--- src/hdl/fcm_pkg.sv ---
package fcm_pkg;

   // channel count and register map
   localparam int unsigned FCM_CHANNELS = 4;
   localparam logic [7:0] FCM_OFS_UPPER0 = 8'h00;
   localparam logic [7:0] FCM_OFS_LOWER0 = 8'h04;
   localparam logic [7:0] FCM_OFS_UPPER1 = 8'h08;
   localparam logic [7:0] FCM_OFS_LOWER1 = 8'h0c;
   localparam logic [7:0] FCM_OFS_UPPER2 = 8'h10;
   localparam logic [7:0] FCM_OFS_LOWER2 = 8'h14;
   localparam logic [7:0] FCM_OFS_UPPER3 = 8'h18;
   localparam logic [7:0] FCM_OFS_LOWER3 = 8'h1c;
   localparam logic [7:0] FCM_OFS_CTRL = 8'h20;
   localparam logic [7:0] FCM_OFS_STATUS = 8'h24;

   // field layout
   localparam int unsigned FCM_BOUND_W = 16;
   localparam int unsigned FCM_EQUAL_W = 3;
   localparam int unsigned FCM_LOWER_W = FCM_BOUND_W + FCM_EQUAL_W;
   localparam int unsigned FCM_CTRL_FIELD_W = 4;
   localparam int unsigned FCM_CTRL_W = FCM_CHANNELS * FCM_CTRL_FIELD_W;
   localparam int unsigned FCM_ADDR_WORD_LSB = 2;
   localparam int unsigned FCM_ADDR_EQUAL_LSB = 18;
   localparam int unsigned FCM_ADDR_TOP_LSB = 20;
   localparam logic [11:0] FCM_PERIPH_TOP = 12'hfff;
   localparam logic [11:0] FCM_PERIPH_NEXT = 12'hffe;

   // values after reset
   localparam logic [FCM_BOUND_W-1:0] FCM_UPPER_RST = 16'h0000;
   localparam logic [FCM_LOWER_W-1:0] FCM_LOWER_RST = 19'h00000;
   localparam logic [FCM_CTRL_W-1:0] FCM_CTRL_RST = 16'h0000;

   // cycles a control write occupies on the bus
   localparam int unsigned FCM_CTRL_WRITE_CYCLES = 2;

   // ahb codes
   localparam logic [2:0] FCM_HSIZE_WORD = 3'h2;

   // one control field, high bit first
   typedef struct packed {
      logic read_only_flag;
      logic privileged_only_flag;
      logic enable;
      logic periph_range;
   } fcm_chan_ctrl_t;

   // one processor access under check
   typedef struct packed {
      logic [31:0] addr;
      logic valid;
      logic write;
      logic privileged;
   } fcm_access_t;

   typedef enum logic [1:0] {
      FCM_ST_IDLE = 2'b01,
      FCM_ST_CTRL_WAIT = 2'b10
   } fcm_state_t;

endpackage : fcm_pkg

--- src/hdl/fcm_protect_unit.sv ---
// Register access over AHB-Lite was chosen for this implementation.
`timescale 1ns/1ps
// Operation
// - four channels, each with one upper-bound and one lower-bound register
// - word address compared against upper bound field bits 15:0
// - word address compared against lower bound field bits 15:0
// - lower register bits 18:16 must equal address bits 20:18
// - address below lower bound is refused by the channel
// - address inside the window is judged by the control field settings
// - control holds four 4-bit fields, channel 3 highest
// - a control register write takes two clock cycles
// - read-only bit set makes writes a violation
// - privileged bit set makes user-mode access a violation
// - enable bit switches the channel on or off
// - checking happens only when some channel is active
// - peripheral mode makes channel active for top 2 MB addresses
// - otherwise the channel is active on its memory select
// - registers readable always, writable only privileged, reset to zero
// - reserved bits ignore writes
// - channel 0 enable at bit 1, peripheral bit at bit 0
module fcm_protect_unit
   import fcm_pkg::*;
(
   input wire logic hclk,
   input wire logic hresetn,
   input wire logic hsel,
   input wire logic [31:0] haddr,
   input wire logic [1:0] htrans,
   input wire logic hwrite,
   input wire logic [2:0] hsize,
   input wire logic [3:0] hprot,
   input wire logic [31:0] hwdata,
   input wire logic hready,
   output logic hreadyout,
   output logic hresp,
   output logic [31:0] hrdata,
   input wire fcm_access_t cpu_access,
   input wire logic [FCM_CHANNELS-1:0] mem_select,
   output logic access_violation,
   output logic [FCM_CHANNELS-1:0] channel_deny,
   output logic mem_write_enable
);

   // register map, one aligned word each, byte offsets below
   //   0x00 region 0 upper bound, bits 15:0
   //   0x04 region 0 lower bound, bits 15:0, equal field 18:16
   //   0x08 region 1 upper bound
   //   0x0c region 1 lower bound
   //   0x10 region 2 upper bound
   //   0x14 region 2 lower bound
   //   0x18 region 3 upper bound
   //   0x1c region 3 lower bound
   //   0x20 protect control, four fields of four bits
   //   0x24 sticky denial record, one bit per channel
   // anything with haddr above 0xff is taken but ignored
   // unused high bits read as zero and drop writes

   // bus side behaviour
   //   reads have a one-cycle data phase
   //   read data is loaded at the address phase edge
   //   a read right after a write sees the new value
   //   bound writes land at the end of their data phase
   //   a control write inserts one wait state
   //   control is loaded at the edge ending the second cycle
   //   user-mode and sub-word writes change nothing
   //   the response is always okay

   // check side behaviour
   //   fully combinational, answered in the access cycle
   //   word address is access address bits 17:2
   //   bounds are inclusive at both ends
   //   equal field must match address bits 20:18
   //   an active channel denies anything outside its window
   //   inside the window, read-only and privileged bits judge
   //   a disabled channel never denies
   //   peripheral mode ignores the memory select input
   //   with no channel active every access passes

   // hazards and limits
   //   software must pre-rotate bounds, hardware does not
   //   the denial record is set by any denying edge
   //   a new denial wins over a clear in the same cycle
   //   mem_write_enable drops in the cycle of a violation
   //   the abort path must sample violation in that cycle
   //   control changes only after its wait state, so a check
   //   in the wait cycle still uses the old settings

   // register offset decode used by the read and the write path
   function automatic logic is_upper(input logic [7:0] ofs, input int unsigned ch);
      logic [7:0] base;
      base = 8'(ch * 8);
      is_upper = (ofs == base);
   endfunction : is_upper

   function automatic logic is_lower(input logic [7:0] ofs, input int unsigned ch);
      logic [7:0] base;
      base = 8'(ch * 8 + 4);
      is_lower = (ofs == base);
   endfunction : is_lower

   // register state
   logic [FCM_BOUND_W-1:0] upper_r [FCM_CHANNELS];
   logic [FCM_BOUND_W-1:0] upper_nxt [FCM_CHANNELS];
   logic [FCM_LOWER_W-1:0] lower_r [FCM_CHANNELS];
   logic [FCM_LOWER_W-1:0] lower_nxt [FCM_CHANNELS];
   logic [FCM_CTRL_W-1:0] ctrl_r;
   logic [FCM_CTRL_W-1:0] ctrl_nxt;
   logic [FCM_CHANNELS-1:0] status_r;
   logic [FCM_CHANNELS-1:0] status_nxt;

   // bus data-phase state
   fcm_state_t state_r;
   fcm_state_t state_nxt;
   logic dp_valid_r;
   logic dp_valid_nxt;
   logic dp_write_r;
   logic dp_write_nxt;
   logic dp_privileged_only_flag_r;
   logic dp_privileged_only_flag_nxt;
   logic dp_word_r;
   logic dp_word_nxt;
   logic [7:0] dp_ofs_r;
   logic [7:0] dp_ofs_nxt;
   logic [31:0] hrdata_r;
   logic [31:0] hrdata_nxt;

   logic ap_take;
   logic wr_ok;
   logic ctrl_wr_dp;
   logic commit_bound;
   logic commit_ctrl;
   logic [FCM_CHANNELS-1:0] chan_active;
   logic [FCM_CHANNELS-1:0] chan_deny;
   logic [FCM_CHANNELS-1:0] status_clr;

   // address phase accepted when selected, active and bus ready
   assign ap_take = hsel & htrans[1] & hready;

   // only privileged whole-word writes change anything
   assign wr_ok = dp_valid_r & dp_write_r & dp_privileged_only_flag_r & dp_word_r;

   // a control write stretches its data phase to two cycles
   assign ctrl_wr_dp = wr_ok & (dp_ofs_r == FCM_OFS_CTRL);
   assign commit_ctrl = ctrl_wr_dp & (state_r == FCM_ST_CTRL_WAIT);
   assign commit_bound = wr_ok & (dp_ofs_r != FCM_OFS_CTRL);

   assign hreadyout = ~(ctrl_wr_dp & (state_r == FCM_ST_IDLE));
   assign hresp = 1'b0;
   assign hrdata = hrdata_r;

   // data-phase capture and wait state sequencing
   always_comb begin
      dp_valid_nxt = dp_valid_r;
      dp_write_nxt = dp_write_r;
      dp_privileged_only_flag_nxt = dp_privileged_only_flag_r;
      dp_word_nxt = dp_word_r;
      dp_ofs_nxt = dp_ofs_r;
      state_nxt = state_r;
      unique case (state_r)
         FCM_ST_IDLE: begin
            if (ctrl_wr_dp) begin
               state_nxt = FCM_ST_CTRL_WAIT;
            end
         end
         FCM_ST_CTRL_WAIT: begin
            state_nxt = FCM_ST_IDLE;
         end
         default: begin
            state_nxt = FCM_ST_IDLE;
         end
      endcase
      if (hreadyout) begin
         dp_valid_nxt = ap_take;
         dp_write_nxt = hwrite;
         dp_privileged_only_flag_nxt = hprot[1];
         dp_word_nxt = (hsize == FCM_HSIZE_WORD);
         dp_ofs_nxt = haddr[7:0];
         if (haddr[31:8] != 24'h000000) begin
            dp_valid_nxt = 1'b0;
         end
      end
   end

   always_ff @(posedge hclk or negedge hresetn) begin
      if (!hresetn) begin
         state_r <= FCM_ST_IDLE;
         dp_valid_r <= 1'b0;
         dp_write_r <= 1'b0;
         dp_privileged_only_flag_r <= 1'b0;
         dp_word_r <= 1'b0;
         dp_ofs_r <= 8'h00;
      end else begin
         state_r <= state_nxt;
         dp_valid_r <= dp_valid_nxt;
         dp_write_r <= dp_write_nxt;
         dp_privileged_only_flag_r <= dp_privileged_only_flag_nxt;
         dp_word_r <= dp_word_nxt;
         dp_ofs_r <= dp_ofs_nxt;
      end
   end

   // bound and control register updates
   always_comb begin
      ctrl_nxt = ctrl_r;
      if (commit_ctrl) begin
         ctrl_nxt = hwdata[FCM_CTRL_W-1:0];
      end
      for (int i = 0; i < FCM_CHANNELS; i++) begin
         upper_nxt[i] = upper_r[i];
         lower_nxt[i] = lower_r[i];
         if (commit_bound && is_upper(dp_ofs_r, i)) begin
            upper_nxt[i] = hwdata[FCM_BOUND_W-1:0];
         end
         if (commit_bound && is_lower(dp_ofs_r, i)) begin
            lower_nxt[i] = hwdata[FCM_LOWER_W-1:0];
         end
      end
   end

   always_ff @(posedge hclk or negedge hresetn) begin
      if (!hresetn) begin
         ctrl_r <= FCM_CTRL_RST;
         for (int i = 0; i < FCM_CHANNELS; i++) begin
            upper_r[i] <= FCM_UPPER_RST;
            lower_r[i] <= FCM_LOWER_RST;
         end
      end else begin
         ctrl_r <= ctrl_nxt;
         for (int i = 0; i < FCM_CHANNELS; i++) begin
            upper_r[i] <= upper_nxt[i];
            lower_r[i] <= lower_nxt[i];
         end
      end
   end

   // sticky denial record, write one to clear, a new denial wins
   always_comb begin
      status_clr = '0;
      if (commit_bound && dp_ofs_r == FCM_OFS_STATUS) begin
         status_clr = hwdata[FCM_CHANNELS-1:0];
      end
      status_nxt = (status_r & ~status_clr) | chan_deny;
   end

   always_ff @(posedge hclk or negedge hresetn) begin
      if (!hresetn) begin
         status_r <= '0;
      end else begin
         status_r <= status_nxt;
      end
   end

   // read data taken at the address phase, from the values about to stand
   always_comb begin
      hrdata_nxt = hrdata_r;
      if (ap_take && !hwrite) begin
         hrdata_nxt = 32'h00000000;
         if (haddr[31:8] == 24'h000000) begin
            if (haddr[7:0] == FCM_OFS_CTRL) begin
               hrdata_nxt = {16'h0000, ctrl_nxt};
            end
            if (haddr[7:0] == FCM_OFS_STATUS) begin
               hrdata_nxt = {28'h0000000, status_nxt};
            end
            for (int i = 0; i < FCM_CHANNELS; i++) begin
               if (is_upper(haddr[7:0], i)) begin
                  hrdata_nxt = {16'h0000, upper_nxt[i]};
               end
               if (is_lower(haddr[7:0], i)) begin
                  hrdata_nxt = {13'h0000, lower_nxt[i]};
               end
            end
         end
      end
   end

   always_ff @(posedge hclk or negedge hresetn) begin
      if (!hresetn) begin
         hrdata_r <= 32'h00000000;
      end else begin
         hrdata_r <= hrdata_nxt;
      end
   end

   // per-channel activity and judgement of the access
   for (genvar g = 0; g < FCM_CHANNELS; g++) begin : g_chan
      fcm_chan_ctrl_t cfg;
      logic [11:0] top;
      logic [FCM_BOUND_W-1:0] word;
      logic [FCM_EQUAL_W-1:0] eq;
      logic below;
      logic above;
      logic eq_hit;
      logic in_window;
      logic rights_bad;

      assign cfg = ctrl_r[g*FCM_CTRL_FIELD_W +: FCM_CTRL_FIELD_W];
      assign top = cpu_access.addr[31:FCM_ADDR_TOP_LSB];
      assign word = cpu_access.addr[FCM_ADDR_WORD_LSB +: FCM_BOUND_W];
      assign eq = cpu_access.addr[FCM_ADDR_EQUAL_LSB +: FCM_EQUAL_W];

      // channel active in peripheral range or on its memory select
      always_comb begin
         chan_active[g] = 1'b0;
         if (cfg.enable) begin
            if (cfg.periph_range) begin
               chan_active[g] = (top == FCM_PERIPH_TOP) | (top == FCM_PERIPH_NEXT);
            end else begin
               chan_active[g] = mem_select[g];
            end
         end
      end

      assign below = word < lower_r[g][FCM_BOUND_W-1:0];
      assign above = word > upper_r[g];
      assign eq_hit = eq == lower_r[g][FCM_LOWER_W-1:FCM_BOUND_W];
      assign in_window = ~below & ~above & eq_hit;

      // read-only and privileged-only restrictions
      assign rights_bad = (cfg.read_only_flag & cpu_access.write)
         | (cfg.privileged_only_flag & ~cpu_access.privileged);

      assign chan_deny[g] = cpu_access.valid & chan_active[g]
         & (~in_window | rights_bad);
   end

   // unchecked unless a channel is active; block the write on a violation
   assign access_violation = |chan_deny;
   assign channel_deny = chan_deny;
   assign mem_write_enable = cpu_access.valid & cpu_access.write & ~access_violation;

endmodule : fcm_protect_unit

--- config.mk ---
export PLATFORM = sky130hd
export DESIGN_NAME = fcm_protect_unit
export DESIGN_NICKNAME = d
export VERILOG_FILES = /design/src/hdl/fcm_pkg.sv /design/src/hdl/fcm_protect_unit.sv
export SDC_FILE = /design/constraint.sdc
export NUM_CORES = 1
export LEC_CHECK = 0
export BUFFER_PORTS_ARGS = -buffer_cell sky130_fd_sc_hd__buf_2
export CAP_MARGIN = 5
export CORE_ASPECT_RATIO = 1.5
export CORE_MARGIN = 5
export CORE_UTILIZATION = 64
export DETAILED_ROUTE_END_ITERATION = 12
export PLACE_DENSITY_LB_ADDON = 0.15
export SYNTH_ARGS = -nofsm -noshare
export SYNTH_HDL_FRONTEND = slang
export SYNTH_SLANG_ARGS = --single-unit
--- constraint.sdc ---
create_clock -name hclk -period 7.15 [get_ports hclk]
set_input_delay 1.43 -clock hclk [delete_from_list [all_inputs] [get_ports hclk]]
set_output_delay 1.43 -clock hclk [all_outputs]
set_load 0.05 [all_outputs]
==> results.json, run 1 <==
{
  "outcome": "completed",
  "start_util_pct": 64.88,
  "slowest_stage": "or4_1",
  "pin_count": 157,
  "slew_headroom_pct": 14.01,
  "io_buffers": 123,
  "grt_max_degree": 116,
  "syn_inst": 1255,
  "clkLatencyLatePin_ps": 450,
  "setup_tns_ps": 0,
  "clock_skew_ps": 8.908,
  "whs_path_depth": 2,
  "cts_setup_buffers": 0,
  "path_buf_inv": 2,
  "place.detailed.hpwl_um": 28530,
  "wirelength_um": 39840,
  "die_h_um": 180.4,
  "syn2layout_area_growth_pct": 11.06,
  "synthFlopType": "dfrtp_1",
  "overflow": 0,
  "tightest_slew_ps": 1285,
  "vias": 10410,
  "post-route-period-util_pct": 82.36,
  "vias_per_cell": 6.368,
  "path_common_cell": "buf_2",
  "r2r_slack_ps": 3190,
  "peakVddDrop_v": 0.0001674,
  "crit_path_start_kind": "input pin",
  "ys_types": 73,
  "antenna_left": 0,
  "finalMaxSlewViolations": 0,
  "worstHoldPathType": "flip-flop to flip-flop",
  "crit_arrival_ps": 4460,
  "wire_per_inst_um": 24.38,
  "rows": 62,
  "p_leak_nw": 6.766,
  "yosys_register_bits": 193,
  "cp_cell_sequence": "buf_2 > ha_1 > a21oi_1 > o21ai_0 > a221o_1 > o31ai_1 > a41oi_1 > or4_1 > nor2_1 > buf_2",
  "synth_top_area_share_pct": 38.80,
  "critical_path_class": "input pin to primary output",
  "hold_viol": 0,
  "clkSinkCount": 193,
  "hold_slack_ps": 478.7,
  "clk_pin_slew_ps": 70,
  "finalPower_mw": 2.365,
  "dpl.cell_count": 1602,
  "die_area_um2": 22290,
  "synth.avg_cell_area_um2": 9.866,
  "syn_area_um2": 12380,
  "first_iter_violations": 1035,
  "ys_warn_count": 0,
  "period_minus_slack_ps": 5889,
  "timing.critical_path.fanout_max": 8,
  "path_depth": 10,
  "nets": 1606,
  "grt_first_pass_wirelength_um": 60460,
  "grtUsageTotal_pct": 36.54,
  "cts_buffer_depth": 2,
  "core_area_um2": 19080,
  "synth-edff-count": 0,
  "fmax_ghz": 0.1698,
  "cts_tree": "built",
  "cts_hold_buffers": 0,
  "grt_pass1_vias": 10600,
  "utilization_pct": 72.06,
  "fin_cells": 1634,
  "ys_seq_area_share_pct": 39.02,
  "postPlaceCellArea_um2": 13190,
  "cp-end-kind": "primary output",
  "synth.area.top_cells": "dfrtp_1 39%, ha_1 13%, mux2_2 9.9%",
  "cts_resized": 0,
  "crit_family": "compound AO/OA/AOI/OAI gates",
  "post-place-ws_ps": 1301,
  "n_antenna_cell": 0,
  "worstPathRequired_ps": 5720,
  "dr.pass1.iters": 5,
  "setup-violations-final": 0,
  "synth_top_area_cell": "dfrtp_1",
  "finalWeightedCongestion": 1.013,
  "cts_inserted_buffers": 17,
  "cts-root-buf": "clkbuf_16",
  "htreeDepth": 4,
  "powerDensity_nw_per_um2": 172.0,
  "die_w_um": 123.6,
  "critPathMaxStageDelay_ps": 600,
  "final_layout_size_suffix_gt1_share_pct": 23.00,
  "nFillCells": 1521,
  "async_flop_share_pct": 100.0,
  "rsz0062_at_grt": "false",
  "worstRegToRegCells": 8,
  "drv_cap": 0,
  "drcViolationCount": 0,
  "antenna_found_initial": 0,
  "final_cell_area_um2": 13750,
  "worst_slack_ps": 1261
}
==> layout make-up <==
type / count / area, µm² / area share, %
well taps: 256 / 320.3 / 2.329
repair buffers: 146 / 797.0 / 5.796
inverters: 147 / 551.8 / 4.013
flip-flops and latches: 193 / 4831 / 35.13
clock inverters: 13 / 112.6 / 0.8189
clock buffers: 19 / 452.9 / 3.294
multi-input cells: 860 / 6685 / 48.62
==> worst min-delay path, delay by kind of cell, from the launching register on <==
kind,cells,cell delay [ps]
flops,1,340
simple gates,2,110
==> cell families (layout without fill, tap and decap cells) <==
group,count (synthesis),after routing,synth area share [%]
fa+ha+maj,124,124,12.53
compound gates,276,276,15.36
buf+inv,215,325,7.488
mux,130,130,11.89
flops,193,193,39.02
other cells,1,14,0.03029
simple gates,302,302,12.69
xor+xnor,14,14,0.9903
==> report_power, final <==
part	leakage (nW)	total, mW	internal (mW)	switching [mW]
Clock	0.276	0.944	0.477	0.468
Sequential	2.32	1.13	1.11	0.0161
Combinational	4.17	0.289	0.103	0.187
Total	6.77	2.36	1.69	0.671
==> final timing paths <==
check | from | endpoint
hold reg to reg | hrdata[15] | hrdata[15]
min in group asynchronous | hresetn | lower_r[4]
max in group asynchronous | hresetn | lower_r[71]
setup reg to reg | dp_ofs_r[1] | hrdata[2]
setup / recovery | cpu_access[10] | mem_write_enable
hold / removal | hrdata[15] | hrdata[15]
==> flip-flops by register name (all words and copies together), names as in the netlist <==
signal,flops
ctrl_r,16
dp_valid_r,1
status_r,4
lower_r,76
dp_ofs_r,8
state_r,2
dp_write_r,1
hrdata,19
upper_r,64
dp_privileged_only_flag_r,1
dp_word_r,1
==> layout by cell type (no fill, tap or decap), types with 17 or more instances in the layout <==
| master | instances |
|---|---|
| o21ai_0 | 55 |
| buf_2 | 122 |
| inv_1 | 147 |
| a21oi_1 | 62 |
| nand4_1 | 25 |
| mux2_2 | 109 |
| nand3_1 | 25 |
| nor2_1 | 39 |
| nand2_1 | 110 |
| ha_1 | 124 |
| clkbuf_16 | 17 |
| dfrtp_1 | 192 |
| buf_4 | 23 |
==> metal layers <==
layer,track usage [%],part of all wire [%],vias up
li1,-,-,4694
met1,43.21,37,5014
met2,58.58,48,530
met3,8.040,7.7,168
met4,24.52,7.4,0
met5,0,0,-
==> synthesized netlist by cell type (all sizes together), types with 10 or more instances <==
cell type and count:
dfrtp 192, nand2b 10, nand2 110, o21ai 69, and2 11, nand3 26, buf 35, nor4 15
mux2i 14, clkbuf 33, a21oi 63, xor2 11, ha 124, nor3 15, nor2 39, nand4 25
inv 147, mux2 116, a22o 11, and3 12, o211ai 16, a221o 12
No activity file was read; power rests on OpenSTA's default activity.
==> inputs of run 2 (changes only) <==
--- a/config.mk
+++ b/config.mk
@@ -9,7 +9,7 @@
 export CAP_MARGIN = 5
 export CORE_ASPECT_RATIO = 1.5
 export CORE_MARGIN = 5
-export CORE_UTILIZATION = 64
+export CORE_UTILIZATION = 59
 export DETAILED_ROUTE_END_ITERATION = 12
 export PLACE_DENSITY_LB_ADDON = 0.15
 export SYNTH_ARGS = -nofsm -noshare
==> constraint.sdc (replaced) <==
create_clock -name hclk -period 5.8 [get_ports hclk]
set_input_delay 1.16 -clock hclk [delete_from_list [all_inputs] [get_ports hclk]]
set_output_delay 1.16 -clock hclk [all_outputs]
set_load 0.05 [all_outputs]
==> results.json, run 2 (synthesis results as in run 1) <==
{
  "netSwitchingFraction_pct": 28.13,
  "period_minus_slack_ps": 5296,
  "syn2layout_area_growth_pct": 11.57,
  "vias": 10290,
  "critical_path_class": "input pin to primary output",
  "pin_count": 157,
  "dpl.cell_count": 1618,
  "internal_power_mw": 2.111,
  "htreeDepth": 4,
  "core_area_um2": 20900,
  "finalMaxSlewViolations": 0,
  "cts-root-buf": "clkbuf_16",
  "combPwrFrac_pct": 12.3,
  "timing.critical_path.fanout_max": 8,
  "slew_headroom_pct": 24.16,
  "grt_max_degree": 101,
  "rsz0062_at_grt": "false",
  "die_w_um": 128.3,
  "postPlaceCellArea_um2": 13240,
  "p_clk_share_pct": 40.3,
  "setup_tns_ps": 0,
  "final_cell_area_um2": 13810,
  "vias_per_cell": 6.239,
  "cp_cell_sequence": "buf_2 > ha_1 > nand4_1 > or4_1 > o32ai_1 > a31oi_1 > or4_1 > nor2_1 > buf_2",
  "peakVddDrop_v": 0.0001982,
  "cts_resized": 0,
  "grt_pass1_vias": 10460,
  "cts_tree": "built",
  "grt_first_pass_wirelength_um": 59400,
  "post-route-period-util_pct": 91.30,
  "clock_skew_ps": 12.10,
  "cts_buffer_depth": 2,
  "crit_arrival_ps": 4140,
  "cp-end-kind": "primary output",
  "reg2reg_to": "hrdata[6]",
  "fin_cells": 1650,
  "final_common_cell": "dfrtp_1",
  "outcome": "completed",
  "io_buffers": 123,
  "endpoint": "mem_write_enable",
  "overflow": 0,
  "die_area_um2": 24040,
  "grtUsageTotal_pct": 32.94,
  "cts_inserted_buffers": 17,
  "worstHoldPathType": "flip-flop to flip-flop",
  "drcViolationCount": 0,
  "place.detailed.hpwl_um": 28960,
  "top_register": "lower_r",
  "rows": 65,
  "clkLatencyLatePin_ps": 450,
  "slowest_stage": "or4_1",
  "reg2reg_from": "dp_ofs_r[1]",
  "largest_register_ffs": 76,
  "tightest_slew_ps": 1133,
  "antenna_left": 0,
  "seqPwrFrac_pct": 47.4,
  "antenna_found_initial": 0,
  "clk_pin_slew_ps": 70,
  "wire_per_inst_um": 23.82,
  "worstPathRequired_ps": 4640,
  "finalWeightedCongestion": 0.9833,
  "r2r_slack_ps": 2200,
  "final_layout_size_suffix_gt1_share_pct": 23.15,
  "wirelength_um": 39310,
  "cts_hold_buffers": 0,
  "first_iter_violations": 870,
  "holdCritStartpoint": "hrdata[17]",
  "p_sw_uw": 826.3,
  "nFillCells": 1797,
  "hold_viol": 0,
  "clkSinkCount": 193,
  "worstRegToRegCells": 8,
  "crit_path_start_kind": "input pin",
  "dr.pass1.iters": 7,
  "critPathMaxStageDelay_ps": 650,
  "drv_cap": 0,
  "setup-violations-final": 0,
  "powerDensity_nw_per_um2": 212.6,
  "die_h_um": 187.4,
  "p_leak_nw": 6.791,
  "cts_setup_buffers": 0,
  "startpoint": "cpu_access[20]",
  "fmax_ghz": 0.1888,
  "mostFrequentLayoutCells": "192 x dfrtp_1, 147 x inv_1, 124 x ha_1, 122 x buf_2, 110 x nand2_1",
  "n_antenna_cell": 0,
  "nets": 1610,
  "start_util_pct": 59.24
}
run 2: how the worst min path moves through the flow:
stage                   to  cells past startpoint
2_1_floorplan  status_r[1]                      2
3_3_place_gp   status_r[1]                      2
3_5_place_dp     hrdata[6]                      2
4_1_cts         hrdata[17]                      1
5_1_grt        status_r[1]                      2
6_report        hrdata[17]                      1
run 2: power by group through the flow:
stage | Clock (mW) | Combinational [mW] | Sequential (mW)
2_1_floorplan | 0 | 0.204 | 1.41
5_1_grt | 1.24 | 0.397 | 1.40
3_5_place_dp | 0 | 0.356 | 1.42
4_1_cts | 1.19 | 0.358 | 1.39
3_3_place_gp | 0 | 0.348 | 1.42
6_report | 1.18 | 0.360 | 1.39
run 2: critical path, delay by kind of cell:
family,cells,cell delay [ps]
AOI/OAI and AO/OA,2,550
adders and majority gates,1,310
buffers and inverters,2,430
and+or+nand+nor,4,1680
run 2: through the flow:
step	hold slack (ps)	util, %	total power, mW	setup WS, ps
after floorplan	441.5	-	1.616	105.2
after global placement	457.3	63.36	1.765	562.1
after CTS	482.1	66.09	2.943	521.9
final	479.9	66.09	2.937	504.4
after global routing	499.1	66.09	3.035	394.8
after detailed placement	461.4	63.36	1.774	534.0
run 2: area by class of cell:
type	instances	area [µm²]	share of cell area [%]
repair buffers	150	839.6	6.077
inverters	147	551.8	3.994
well taps	268	335.3	2.427
flip-flops and latches	193	4831	34.97
clock buffers	18	429.2	3.107
clock inverters	14	142.6	1.033
multi-input cells	860	6685	48.39
run 2: per-layer routing:
| metal | up-vias | track usage [%] | part of all wire [%] |
|---|---|---|---|
| met3 | 130 | 5.171 | 6.0 |
| met5 | - | 0 | 0 |
| met4 | 0 | 18.83 | 6.3 |
| met1 | 5002 | 39.63 | 39 |
| met2 | 453 | 55.30 | 49 |
| li1 | 4709 | - | - |
